$ cat src/shared/autoneg_pkg.sv
// Constants for the auto-negotiation register set
// How it works
// Five 16-bit registers, same index on pages 0, 1 and 2.
// Page select register chooses which page software accesses.
// Advertise bits 8..5 are writable ability bits, reset to one.
// Advertise bits 4:0 writable selector, reset 00001.
// Advertise bits 11 and 10 writable pause bits, reset zero.
// Advertise 15 next page, 13 remote fault writable; 14,12,9 reserved.
// Partner ability resets zero; bit 14 sets on link code word receipt. The code copies bit 14 from base_page_word and does not force it.
// Partner bits 11,10 pause; bits 8..5 speed and duplex abilities.
// Partner bit 9 reports partner T4 ability though unsupported locally.
// Partner bits 4:0 selector, zero before any page received.
// Expansion bit 4 latches parallel detection fault until read.
// Expansion bit 1 latches page received until read.
// Expansion bit 2 reads one; bits 3 and 0 partner abilities.
// Next page out writable: 15 more, 13 message, 12 comply, 10:0 code.
// Next page out bit 11 reads inverse of last sent toggle.
// Received next page read-only, reset zero, all partner fields.
// Received next page bit 12 is partner comply flag.
// Reserved and read-only bits ignore writes; reserved read zero.
package autoneg_pkg;
	// Register indices; byte address is four times the index
	localparam logic [7:0]  IDX_ADV      = 8'h04;
	localparam logic [7:0]  IDX_LPA      = 8'h05;
	localparam logic [7:0]  IDX_EXP      = 8'h06;
	localparam logic [7:0]  IDX_NP_OUT   = 8'h07;
	localparam logic [7:0]  IDX_LP_NP    = 8'h08;
	localparam logic [7:0]  IDX_PAGE     = 8'h1F;
	localparam logic [7:0]  IDX_IRQ_STAT = 8'h20;
	localparam logic [7:0]  IDX_IRQ_MASK = 8'h21;
	localparam logic [1:0]  PAGE_MAX     = 2'h2;
	// Reset values and writable masks
	localparam logic [15:0] ADV_RST      = 16'h01E1;
	localparam logic [15:0] ADV_WMASK    = 16'hADFF;
	localparam logic [15:0] NP_OUT_RST   = 16'h2001;
	localparam logic [15:0] NP_OUT_WMASK = 16'hB7FF;
	localparam int          EXP_PDF_BIT  = 4;
	localparam int          EXP_LPNP_BIT = 3;
	localparam int          EXP_NPA_BIT  = 2;
	localparam int          EXP_PR_BIT   = 1;
	localparam int          EXP_LPAN_BIT = 0;
	localparam int          NP_TOG_BIT   = 11;
	localparam logic [15:0] LPA_VMASK    = 16'hEFFF;
	// Interrupt status bits: 0 page received, 1 parallel fault
	localparam logic [1:0]  IRQ_RST      = 2'h0;
	localparam logic [1:0]  BRESP_OK     = 2'h0;
	localparam logic [1:0]  BRESP_SLVERR = 2'h2;
endpackage

$ cat src/hw/phy_autoneg_register_set.sv
// Auto-negotiation register set with an AXI4-Lite slave
//
// The AXI4-Lite register port was chosen for this implementation.
`timescale 1ns/100ps
`default_nettype none
module phy_autoneg_register_set
	import autoneg_pkg::*;
(
	input  wire logic        ref_clk,
	input  wire logic        rst_n,
	input  wire logic [9:0]  s_axi_awaddr,
	input  wire logic        s_axi_awvalid,
	output logic             s_axi_awready,
	input  wire logic [31:0] s_axi_wdata,
	input  wire logic [3:0]  s_axi_wstrb,
	input  wire logic        s_axi_wvalid,
	output logic             s_axi_wready,
	output logic [1:0]       s_axi_bresp,
	output logic             s_axi_bvalid,
	input  wire logic        s_axi_bready,
	input  wire logic [9:0]  s_axi_araddr,
	input  wire logic        s_axi_arvalid,
	output logic             s_axi_arready,
	output logic [31:0]      s_axi_rdata,
	output logic [1:0]       s_axi_rresp,
	output logic             s_axi_rvalid,
	input  wire logic        s_axi_rready,
	input  wire logic        base_page_valid,
	input  wire logic [15:0] base_page_word,
	input  wire logic        next_page_valid,
	input  wire logic [15:0] next_page_word,
	input  wire logic        parallel_fault,
	input  wire logic        partner_an_able,
	input  wire logic        next_page_sent,
	input  wire logic        sent_toggle,
	output logic [15:0]      adv_word,
	output logic [15:0]      next_page_out_word,
	output logic             irq
);
	// ----------------------------------------
	// Register state
	// ----------------------------------------
	logic [15:0] adv_q, lpa_q, np_out_q, lp_np_q;
	logic        exp_pdf_q, exp_pr_q, exp_lpan_q, tog_q;
	logic [1:0]  page_q, irq_stat_q, irq_mask_q;
	logic        aw_hold_q, w_hold_q;
	logic [7:0]  aw_idx_q;
	logic [31:0] wdata_q;
	logic [3:0]  wstrb_q;
	logic        do_write, do_read, rd_ok;
	logic [15:0] wval, rd_val;
	logic [7:0]  ar_idx;

	// ----------------------------------------
	// Write channel capture, either order
	// ----------------------------------------
	assign do_write = aw_hold_q && w_hold_q && !s_axi_bvalid;
	assign wval     = {(wstrb_q[1] ? wdata_q[15:8] : 8'h00), (wstrb_q[0] ? wdata_q[7:0] : 8'h00)};
	// Partial strobes keep the other byte of the stored value
	function automatic logic [15:0] merge(input logic [15:0] old, input logic [15:0] msk);
		logic [15:0] byte_m;
		byte_m = {{8{wstrb_q[1]}}, {8{wstrb_q[0]}}} & msk;
		merge  = (old & ~byte_m) | (wval & byte_m);
	endfunction

	always_ff @(posedge ref_clk) begin
		if (!rst_n) begin
			aw_hold_q     <= 1'b0;
			w_hold_q      <= 1'b0;
			aw_idx_q      <= 8'h00;
			wdata_q       <= 32'h0000_0000;
			wstrb_q       <= 4'h0;
			s_axi_awready <= 1'b0;
			s_axi_wready  <= 1'b0;
			s_axi_bvalid  <= 1'b0;
			s_axi_bresp   <= BRESP_OK;
		end else begin
			s_axi_awready <= !aw_hold_q && !s_axi_awready && !s_axi_bvalid;
			s_axi_wready  <= !w_hold_q && !s_axi_wready && !s_axi_bvalid;
			if (s_axi_awvalid && s_axi_awready) begin
				aw_hold_q     <= 1'b1;
				aw_idx_q      <= s_axi_awaddr[9:2];
				s_axi_awready <= 1'b0;
			end
			if (s_axi_wvalid && s_axi_wready) begin
				w_hold_q     <= 1'b1;
				wdata_q      <= s_axi_wdata;
				wstrb_q      <= s_axi_wstrb;
				s_axi_wready <= 1'b0;
			end
			if (do_write) begin
				aw_hold_q    <= 1'b0;
				w_hold_q     <= 1'b0;
				s_axi_bvalid <= 1'b1;
				s_axi_bresp  <= wr_ok(aw_idx_q) ? BRESP_OK : BRESP_SLVERR;
			end else if (s_axi_bvalid && s_axi_bready) begin
				s_axi_bvalid <= 1'b0;
			end
		end
	end

	// Mapped indices; the five auto-negotiation words need a valid page
	function automatic logic wr_ok(input logic [7:0] idx);
		wr_ok = ((idx >= IDX_ADV && idx <= IDX_LP_NP) && page_q <= PAGE_MAX)
			|| idx == IDX_PAGE || idx == IDX_IRQ_STAT || idx == IDX_IRQ_MASK;
	endfunction

	// ----------------------------------------
	// Page select and software-written words
	// ----------------------------------------
	always_ff @(posedge ref_clk) begin
		if (!rst_n) begin
			page_q     <= 2'h0;
			adv_q      <= ADV_RST;
			np_out_q   <= NP_OUT_RST;
			irq_mask_q <= IRQ_RST;
		end else if (do_write && wr_ok(aw_idx_q)) begin
			case (aw_idx_q)
				IDX_PAGE:     if (wstrb_q[0]) page_q <= wval[1:0];
				IDX_ADV:      adv_q <= merge(adv_q, ADV_WMASK);
				IDX_NP_OUT:   np_out_q <= merge(np_out_q, NP_OUT_WMASK);
				IDX_IRQ_MASK: if (wstrb_q[0]) irq_mask_q <= wval[1:0];
				default:      ;
			endcase
		end
	end

	// ----------------------------------------
	// Read channel
	// ----------------------------------------
	assign ar_idx  = s_axi_araddr[9:2];
	assign do_read = s_axi_arvalid && s_axi_arready;
	assign rd_ok   = wr_ok(ar_idx);

	always_comb begin
		rd_val = 16'h0000;
		case (ar_idx)
			IDX_ADV:      rd_val = adv_q & ADV_WMASK;
			IDX_LPA:      rd_val = lpa_q;
			IDX_EXP: begin
				rd_val[EXP_PDF_BIT]  = exp_pdf_q;
				rd_val[EXP_LPNP_BIT] = lpa_q[15];
				rd_val[EXP_NPA_BIT]  = 1'b1;
				rd_val[EXP_PR_BIT]   = exp_pr_q;
				rd_val[EXP_LPAN_BIT] = exp_lpan_q;
			end
			IDX_NP_OUT: begin
				rd_val             = np_out_q;
				rd_val[NP_TOG_BIT] = !tog_q;
			end
			IDX_LP_NP:    rd_val = lp_np_q;
			IDX_PAGE:     rd_val = {14'h0000, page_q};
			IDX_IRQ_STAT: rd_val = {14'h0000, irq_stat_q};
			IDX_IRQ_MASK: rd_val = {14'h0000, irq_mask_q};
			default:      rd_val = 16'h0000;
		endcase
		if (!rd_ok) rd_val = 16'h0000;
	end

	always_ff @(posedge ref_clk) begin
		if (!rst_n) begin
			s_axi_arready <= 1'b0;
			s_axi_rvalid  <= 1'b0;
			s_axi_rdata   <= 32'h0000_0000;
			s_axi_rresp   <= BRESP_OK;
		end else begin
			s_axi_arready <= !s_axi_arready && !s_axi_rvalid;
			if (do_read) begin
				s_axi_arready <= 1'b0;
				s_axi_rvalid  <= 1'b1;
				s_axi_rdata   <= {16'h0000, rd_val};
				s_axi_rresp   <= rd_ok ? BRESP_OK : BRESP_SLVERR;
			end else if (s_axi_rvalid && s_axi_rready) begin
				s_axi_rvalid <= 1'b0;
			end
		end
	end

	// Expansion register read clears its latched-high flags
	logic exp_read;
	assign exp_read = do_read && ar_idx == IDX_EXP && rd_ok;

	// ----------------------------------------
	// Partner pages from the negotiation engine
	// ----------------------------------------
	always_ff @(posedge ref_clk) begin
		if (!rst_n) begin
			lpa_q   <= 16'h0000;
			lp_np_q <= 16'h0000;
		end else begin
			// Bit 12 is reserved; everything else mirrors the base page
			if (base_page_valid) lpa_q <= base_page_word & LPA_VMASK;
			// Comply flag in bit 12 is carried through unchanged
			if (next_page_valid) lp_np_q <= next_page_word;
		end
	end

	// Latched-high flags: a new event in the read cycle wins over the clear
	always_ff @(posedge ref_clk) begin
		if (!rst_n) begin
			exp_pdf_q  <= 1'b0;
			exp_pr_q   <= 1'b0;
			exp_lpan_q <= 1'b0;
		end else begin
			exp_pdf_q  <= parallel_fault || (exp_pdf_q && !exp_read);
			exp_pr_q   <= base_page_valid || next_page_valid
				|| (exp_pr_q && !exp_read);
			exp_lpan_q <= partner_an_able;
		end
	end

	// Toggle of the last link code word sent
	always_ff @(posedge ref_clk) begin
		if (!rst_n) begin
			tog_q <= 1'b1;
		end else if (next_page_sent) begin
			tog_q <= sent_toggle;
		end
	end

	// ----------------------------------------
	// Interrupt: sticky status, write one to clear, set wins
	// ----------------------------------------
	logic [1:0] irq_ev, irq_clr;
	assign irq_ev  = {parallel_fault, base_page_valid || next_page_valid};
	assign irq_clr = (do_write && aw_idx_q == IDX_IRQ_STAT && wstrb_q[0]) ? wval[1:0] : 2'h0;

	always_ff @(posedge ref_clk) begin
		if (!rst_n) begin
			irq_stat_q <= IRQ_RST;
			irq        <= 1'b0;
		end else begin
			irq_stat_q <= irq_ev | (irq_stat_q & ~irq_clr);
			irq        <= |((irq_ev | (irq_stat_q & ~irq_clr)) & irq_mask_q);
		end
	end

	// Outputs toward the negotiation engine, straight from flip-flops
	always_ff @(posedge ref_clk) begin
		if (!rst_n) begin
			adv_word           <= ADV_RST;
			next_page_out_word <= NP_OUT_RST;
		end else begin
			adv_word           <= adv_q & ADV_WMASK;
			// Bit 11 carries the inverse of the last sent toggle, as software reads it
			next_page_out_word <= {np_out_q[15:12], !tog_q, np_out_q[10:0]};
		end
	end
endmodule
`default_nettype wire

$ cat config.mk
export PLATFORM = sky130hd
export DESIGN_NAME = phy_autoneg_register_set
export DESIGN_NICKNAME = d
export VERILOG_FILES = /design/src/shared/autoneg_pkg.sv /design/src/hw/phy_autoneg_register_set.sv
export SDC_FILE = /design/constraint.sdc
export NUM_CORES = 1
export LEC_CHECK = 0
export ABC_AREA = 1
export BUFFER_PORTS_ARGS = -buffer_cell sky130_fd_sc_hd__buf_2
export CORE_MARGIN = 4
export CORE_UTILIZATION = 52
export CTS_CLUSTER_SIZE = 8
export DETAILED_ROUTE_END_ITERATION = 10
export HOLD_SLACK_MARGIN = 0.06
export PLACE_DENSITY = 0.8
export REMOVE_ABC_BUFFERS = 1
export SETUP_SLACK_MARGIN = 0.5
export SLEW_MARGIN = 20
export SYNTH_ARGS = -nofsm -noshare
export SYNTH_HDL_FRONTEND = slang
export SYNTH_SLANG_ARGS = --single-unit
export TNS_END_PERCENT = 100
$ cat constraint.sdc
create_clock -name ref_clk -period 1.77 [get_ports ref_clk]
set_input_delay 0.2655 -clock ref_clk [delete_from_list [all_inputs] [get_ports ref_clk]]
set_output_delay 0.2655 -clock ref_clk [all_outputs]
set_load 0.005 [all_outputs]
======== Yosys cells after proc, flatten, opt, wreduce, memory -nomap -nowiden ========
Index checks and enable logic that the tools add are counted.
cells by class
  multipliers ............................. 0
  equal/unequal tests ..................... 13
  bitwise logic cells ..................... 13
  add/subtract/negate cells ............... 0
  muxes and demuxes ....................... 12
  shift-type cells ........................ 0
  $lt $le $gt $ge ......................... 5
  div/mod/pow operators ................... 0
  reductions and logical operators ........ 52
operators with widths
  cell                number
  $and 16x16->16      4
  $eq 8x3->1 const B  6
  $pmux 11 s4         1
  $pmux 5 s8          1
  $eq 8x6->1 const B  4
  $not 16->16         2
  $or 16x16->16       2
  $logic_and 1x1->1   23
  $eq 8x5->1 const B  2
  $ge 8x3->1 const B  2
  $le 8x4->1 const B  2
  $mux 16             1
  $mux 8              2
  $reduce_or 2->1     5
  $logic_not 1->1     9
  $logic_or 1x1->1    9
  $eq 8x4->1 const B  1
  $mux 2              3
  $reduce_and 3->1    2
  $and 2x2->2         2
  $mux 1              4
  $reduce_and 2->1    2
  $reduce_bool 2->1   2
  $le 2x2->1 const B  1
  other kinds (3)     3
word-level totals
  bits in writable memories ............... 0
  bits in read-only memories .............. 0
  latch bits .............................. 0
  input bits .............................. 101
  output and inout bits ................... 74
  memories ................................ 0
  flip-flop bits (word level) ............. 159

======== Longest topological paths before layout ========
Gate-level depths: netlist (run 1).
  word-level depth ........................ 10
  gate-level depth with buffers ........... 11
  mapped depth without buffers ............ 11

======== Worst setup path before layout (run 1) ========
Ideal clock, no wire load.
  kind .................................... flip-flop to flip-flop
  start point ............................. register aw_idx_q[7]
  end point ............................... register (tool-made name)
  slack ................................... 0.356 ns
  clock period less this slack ............ 1.414 ns
  stages on the path, launching flop included .. 8
  arrival time ............................ 1.281 ns
  path buffers ............................ 1
  cells stage by stage .................... dfxtp_1 nor2_4 nand2_2 nor4_4 nand4_2 buf_6 nand2_1 nand3_1
RTL lines
  item                    line                            RTL
  start, declared         phy_autoneg_register_set.sv:47  logic [7:0] aw_idx_q;
  start signal, assigned  phy_autoneg_register_set.sv:82  aw_idx_q <= s_axi_awaddr[9:2];

==> results of run 1 <==
==> where the power goes <==
| part | leakage (nW) | switching [mW] | internal, mW | total [mW] |
|---|---|---|---|---|
| clock | 0.292 | 1.47 | 2.28 | 3.75 |
| sequential | 1.21 | 0.0930 | 3.43 | 3.52 |
| combinational | 2.57 | 0.429 | 0.289 | 0.717 |
| total | 4.07 | 2.00 | 6.00 | 7.99 |
==> cells by family after synthesis <==
| kind of cell | after synthesis |
|---|---|
| AO/OA/AOI/OAI | 123 |
| buffers and inverters | 148 |
| flip-flops | 147 |
| other | 1 |
| AND/OR/NAND/NOR | 433 |
==> placed cells by master, fill, tap and decap left out, types with 6 or more instances in the layout <==
master	n
a21oi_1	32
a21oi_2	14
buf_2	128
buf_4	24
buf_6	13
clkbuf_16	17
conb_1	22
dfxtp_1	134
dfxtp_2	10
inv_1	78
inv_2	10
nand2_1	145
nand2_2	17
nand2_4	6
nand3_1	50
nand4_1	15
nand4_4	7
nor2_1	148
nor2_2	18
nor2_4	7
o21ai_0	73
or2_2	7
==> worst reg2reg max path: stages (launching register included) <==
cell and delay, ps:
dfxtp_2 340, nor2_4 170, nand2_4 110, nor2_4 100, nand2_2 90, nand3_4 160
buf_12 140, nand4_4 130, nand2_2 110, nand2_1 50, nor2_1 140
==> worst max-delay path by stage <==
stage | start | to | depth (start not counted)
after floorplan | s_axi_araddr[3] | s_axi_rdata[3] | 9
after global placement | s_axi_araddr[7] | s_axi_rdata[6] | 9
after detailed placement | aw_idx_q[0] | flop | 9
after CTS | aw_idx_q[6] | flop | 9
after global routing | aw_idx_q[5] | flop | 11
final | aw_idx_q[7] | flop | 10
==> per-stage QoR <==
step | instance area (µm²) | cells
after floorplan | 5860 | 815
after detailed placement | 6840 | 1104
final | 8180 | 1168
after global placement | 6840 | 1104
after global routing | 8180 | 1168
after CTS | 7900 | 1160
==> per-layer routing <==
layer | track usage [%] | wire length [µm] | share of wire, %
met1 | 31.3 | 7360 | 42
met2 | 41.2 | 8440 | 49
met3 | 5.60 | 1030 | 5.9
met4 | 9.98 | 578 | 3.3
met5 | 0 | 0 | 0
==> timing repair <==
item                                   in CTS  in global routing
pin swaps                                  41                 42
resized for setup                          58                 66
endpoints found under the hold margin       2                  0
setup buffers                              17                  7
setup endpoints to repair                  53                 56
hold buffers                                3                  0
cloned                                      4                  1
==> area by class of cell <==
class	count	share of cell area, %
sequential	147	36.3
multi-input combinational	582	36.1
timing repair buffer	174	13.6
clock buffer	19	5.42
inverter	90	4.22
tap	143	2.19
clock inverter	13	2.16
==> out/qor.yml, run 1 <==
status: "completed"
grt_pass1_wl_um: 26200
fin_ws_ps: 176
r2r_start: "aw_idx_q[7]"
critPathArrivalTime_ps: 1950
yosys.area_share.simple_pct: 30.7
yosysMostFrequentCell: "nor2_1"
wl_per_cell_um: 14.9
postSynth.asyncResetShare_pct: 0
syn_inst: 852
slew_violations: 0
synthMuxAreaShare_pct: 0
cp_top_family: "simple AND/OR/NAND/NOR gates"
area_growth_syn_to_layout_pct: 33.7
period_needed_ps: 1590
critPathCaptureType: "flop"
min_path_cells: 3
syn_area_um2: 6110
cts-root-buf: "clkbuf_16"
timing.fmax_ghz: 0.627
portBuffers: 128
worstPathRequired_ps: 2130
via_per_inst: 5.13
die_h_um: 116
setup_viol: 0
regArea_um2: 2970
dieArea_um2: 13600
synth_area_per_cell_um2: 7.18
drt_iter0_drc: 534
antenna_found_initial: 0
hpwl_um: 11000
insertedDiodeCount: 0
path_cells: "nor2_4 > nand2_4 > nor2_4 > nand2_2 > nand3_4 > buf_12 > nand4_4 > nand2_2 > nand2_1 > nor2_1"
crit_fanout: 6
layout-drive-gt1-share_pct: 30.7
tns_ps: 0
ys.flop_type: "dfxtp_1"
synth-xor-area-share_pct: 0
routed_wl_um: 17400
worst-setup-path-type: "reg -> reg"
fin_skew_ps: 8.45
grt_overflow: 0
clockBufferDepth: 2
ys_seq_elements: 147
seq_area_frac_synth_pct: 48.1
fin_util_pct: 71.3
worst_slew_pin_slew_ps: 625
hold_viol: 0
yosys.area.top_type: "dfxtp_1"
leakage_nw: 4.07
first_pass_iters: 5
crit_buf_inv: 1
power.density_nw_per_um2: 978
r2r_setup_slack_ps: 180
min_to: "lp_np_q[11]"
hold_slack_ps: 63.2
num_rows: 39
worstSkewPairLatency_ps: 430
htreeDepth: 4
rr_worst_depth: 10
max-vdd-ir-drop_uv: 788
min_from: "next_page_word[11]"
synthDistinctLibCells: 27
cts.sinks: 147
dpl_worst_slack_ps: 129
cts_tree: "yes"
clkTransAtPathRegs_ps: 60
max_stage_delay_ps: 340
crit_path_top_delay_cell: "dfxtp_2"
synth_top_family_by_area: "simple AND/OR/NAND/NOR gates"
synth_enable_flop_cells: 0
die_w_um: 116
multiInputGateArea_um2: 2950
rsz0062_at_grt: "yes"
hold_path_class: "in -> reg"
fillers: 874
initial_core_util_pct: 53.3
cap_violations: 0
ys_warn_count: 0
slew_headroom_pct: 58.3
fp.coreArea_um2: 11500
cp-start-kind: "flop"
vias: 5991
grt_pass1_vias: 5499
nets: 1113
grt_max_degree: 57
yosysTopAreaCellShare_pct: 48.1
synth_fa_ha_area_share_pct: 0
ioPinCount: 175
ant_nets: 0
drc_errors: 0
period_share_pct: 90.0
synth_compound_area_share_pct: 10.1
synth_common_cells: "nor2_1 (168), nand2_1 (163), dfxtp_1 (147)"
gp_congestion: 0.850
total_power_mw: 7.99
cts_buffers: 17
synthTopCellsByArea: "dfxtp_1 (48%), nor2_1 (10%), nand2_1 (10%)"
grtUsageTotal_pct: 24.8
No activity file was read; power rests on OpenSTA's default activity.
==> inputs of run 2 (changes only) <==
--- a/config.mk
+++ b/config.mk
@@ -8,11 +8,11 @@
 export ABC_AREA = 1
 export BUFFER_PORTS_ARGS = -buffer_cell sky130_fd_sc_hd__buf_2
 export CORE_MARGIN = 4
-export CORE_UTILIZATION = 52
+export CORE_UTILIZATION = 47
 export CTS_CLUSTER_SIZE = 8
 export DETAILED_ROUTE_END_ITERATION = 10
 export HOLD_SLACK_MARGIN = 0.06
-export PLACE_DENSITY = 0.8
+export PLACE_DENSITY = 0.76
 export REMOVE_ABC_BUFFERS = 1
 export SETUP_SLACK_MARGIN = 0.5
 export SLEW_MARGIN = 20
==> constraint.sdc (replaced) <==
create_clock -name ref_clk -period 1.4 [get_ports ref_clk]
set_input_delay 0.21 -clock ref_clk [delete_from_list [all_inputs] [get_ports ref_clk]]
set_output_delay 0.21 -clock ref_clk [all_outputs]
set_load 0.005 [all_outputs]
==> out/qor.yml, run 2 (same netlist as run 1, synthesis figures left out) <==
min_to: "aw_idx_q[6]"
setup_viol: 30  # +30
tns_ps: -5290  # -5290 ps
r2r_setup_slack_ps: -240  # -420 ps
worstPathRequired_ps: 1710  # -420 ps
min_path_cells: 3  # unchanged
grt_pass1_vias: 6259  # +14%
wl_per_cell_um: 15.7  # +5.6%
power.density_nw_per_um2: 1040  # +6.7%
r2r_start: "aw_idx_q[2]"
status: "finished with violations"
nets: 1202  # +8.0%
cts_buffers: 17  # unchanged
grtUsageTotal_pct: 24.9  # +0.089 points
timing.fmax_ghz: 0.609  # -3.0%
first_pass_iters: 5  # unchanged
mostFrequentLayoutCell: "nand2_1"
grt_max_degree: 56  # -1.8%
htreeDepth: 4  # unchanged
worstSkewPairLatency_ps: 420  # about the same
cp-start-kind: "flop"
dieArea_um2: 14900  # +9.9%
finalInstanceArea_um2: 9450  # +16%
cap_violations: 0  # unchanged
grt_overflow: 0  # unchanged
vias: 6509  # +8.6%
slew_violations: 0  # unchanged
clockBufferDepth: 2  # unchanged
grt_pass1_wl_um: 29200  # +11%
gp_congestion: 0.925  # +8.8%
hold_path_class: "in -> reg"
rr_worst_depth: 10  # unchanged
area_growth_syn_to_layout_pct: 54.5
antenna_found_initial: 0  # unchanged
initial_core_util_pct: 48.3  # -5.1 points
drt_iter0_drc: 549  # +2.8%
cts.sinks: 147  # unchanged
leakage_nw: 4.52  # +11%
worst-setup-path-type: "reg -> reg"
hpwl_um: 11700  # +6.3%
critPathCaptureType: "flop"
portBuffers: 128  # unchanged
period_needed_ps: 1640  # +48.8 ps
crit_fanout: 7  # +1
place_area_um2: 7200  # +5.3%
place_inst: 1170  # +6.0%
ant_nets: 0  # unchanged
fin_cells: 1285  # +10%
fin_ws_ps: -242  # -419 ps
die_h_um: 122  # +4.8%
layout-drive-gt1-share_pct: 41.2  # +10 points
routed_wl_um: 20200  # +16%
hold_viol: 0  # unchanged
cts_tree: "yes"
max-vdd-ir-drop_uv: 780  # -1.0%
final_cell_mix: "nand2_1 (130), nor2_1 (125), buf_2 (116), dfxtp_1 (104), inv_1 (73)"
drc_errors: 0  # unchanged
fp.coreArea_um2: 12700  # +10%
insertedDiodeCount: 0  # unchanged
min_from: "s_axi_awaddr[8]"
violations: "setup timing"
critPathArrivalTime_ps: 1960  # about the same
cts-root-buf: "clkbuf_16"
fin_skew_ps: 9.32  # +0.874 ps
num_rows: 41  # +5.1%
ioPinCount: 175  # unchanged
fin_util_pct: 74.6  # +3.3 points
die_w_um: 122  # +4.8%
clkTransAtPathRegs_ps: 60  # about the same
rsz0062_at_grt: "yes"
via_per_inst: 5.07  # -1.2%
period_share_pct: 117  # +27 points
-- run 2: cell types whose count changed in the layout (fill, tap and decap cells not counted), moves of 12 or more --
cell           previous run  this run
dfxtp_1                 134       104
nand2_1                 145       130
nor2_1                  148       125
dlygate4sd3_1             3        42
buf_4                    24        59
o21ai_0                  73        54
nand2_2                  17        31
buf_2                   128       116
buf_6                    13        34
nor2_4                    7        27
dfxtp_2                  10        37
-- run 2: critical path, stage by stage, from the launching register on --
cell,delay [ps]
dfxtp_4,390
nand2_2,90
inv_1,100
nand2_1,100
nor2_4,140
nor2_4,40
nand3_4,170
buf_12,130
nand4_4,150
nor2_1,150
nor2_1,60
-- run 2: stage by stage --
| stage | setup slack [ps] | hold WS [ps] | total power [mW] |
|---|---|---|---|
| after detailed placement | -144 | 412 | 5.27 |
| final | -242 | 50.8 | 9.86 |
| after floorplan | -41.2 | 294 | 4.86 |
| after global routing | -321 | 83.3 | 10.2 |
| after CTS | -140 | 60.8 | 9.61 |
| after global placement | -100 | 398 | 5.25 |
-- run 2: area by class of cell --
cell class | instances | area, µm²
Fill cell | 907 | 3220
Multi-Input combinational cell | 579 | 3200
Sequential cell | 147 | 3010
Timing Repair Buffer | 266 | 2140
Clock buffer | 26 | 509
Inverter | 90 | 350
Tap cell | 172 | 215
Clock inverter | 5 | 25.0
-- run 2: repair_timing --
| action | 4_1_cts | 5_1_grt |
|---|---|---|
| cloned | 5 | 1 |
| pin swaps | 24 | 32 |
| hold buffers | 39 | 3 |
| endpoints found under the hold margin | 38 | 3 |
| setup buffers | 20 | 16 |
| resized for setup | 156 | 133 |
| endpoints found under the setup margin | 135 | 135 |
-- run 2: power breakdown --
part / internal, mW / switching, mW
Clock: 2.47 / 1.66
Sequential: 4.34 / 0.137
Combinational: 0.588 / 0.661
-- run 2: routing by layer --
| metal | track usage (%) | share of wire [%] | vias up |
|---|---|---|---|
| met1 | 28.8 | 39 | 3036 |
| met4 | 11.2 | 2.8 | 0 |
| met5 | 0 | 0 | - |
| met3 | 6.17 | 6.1 | 52 |
| li1 | - | - | 3160 |
| met2 | 43.5 | 52 | 261 |
-- run 2: how the worst max path moves through the flow --
| stage | slack, ps | to | from | depth (start not counted) |
|---|---|---|---|---|
| 5_1_grt | -320 | flop | aw_idx_q[2] | 10 |
| 3_5_place_dp | -140 | flop | aw_idx_q[0] | 8 |
| 4_1_cts | -140 | flop | aw_idx_q[6] | 9 |
| 6_report | -240 | flop | aw_idx_q[2] | 10 |
| 2_1_floorplan | -40 | s_axi_rdata[3] | s_axi_araddr[3] | 9 |
| 3_3_place_gp | -100 | flop | aw_idx_q[0] | 8 |
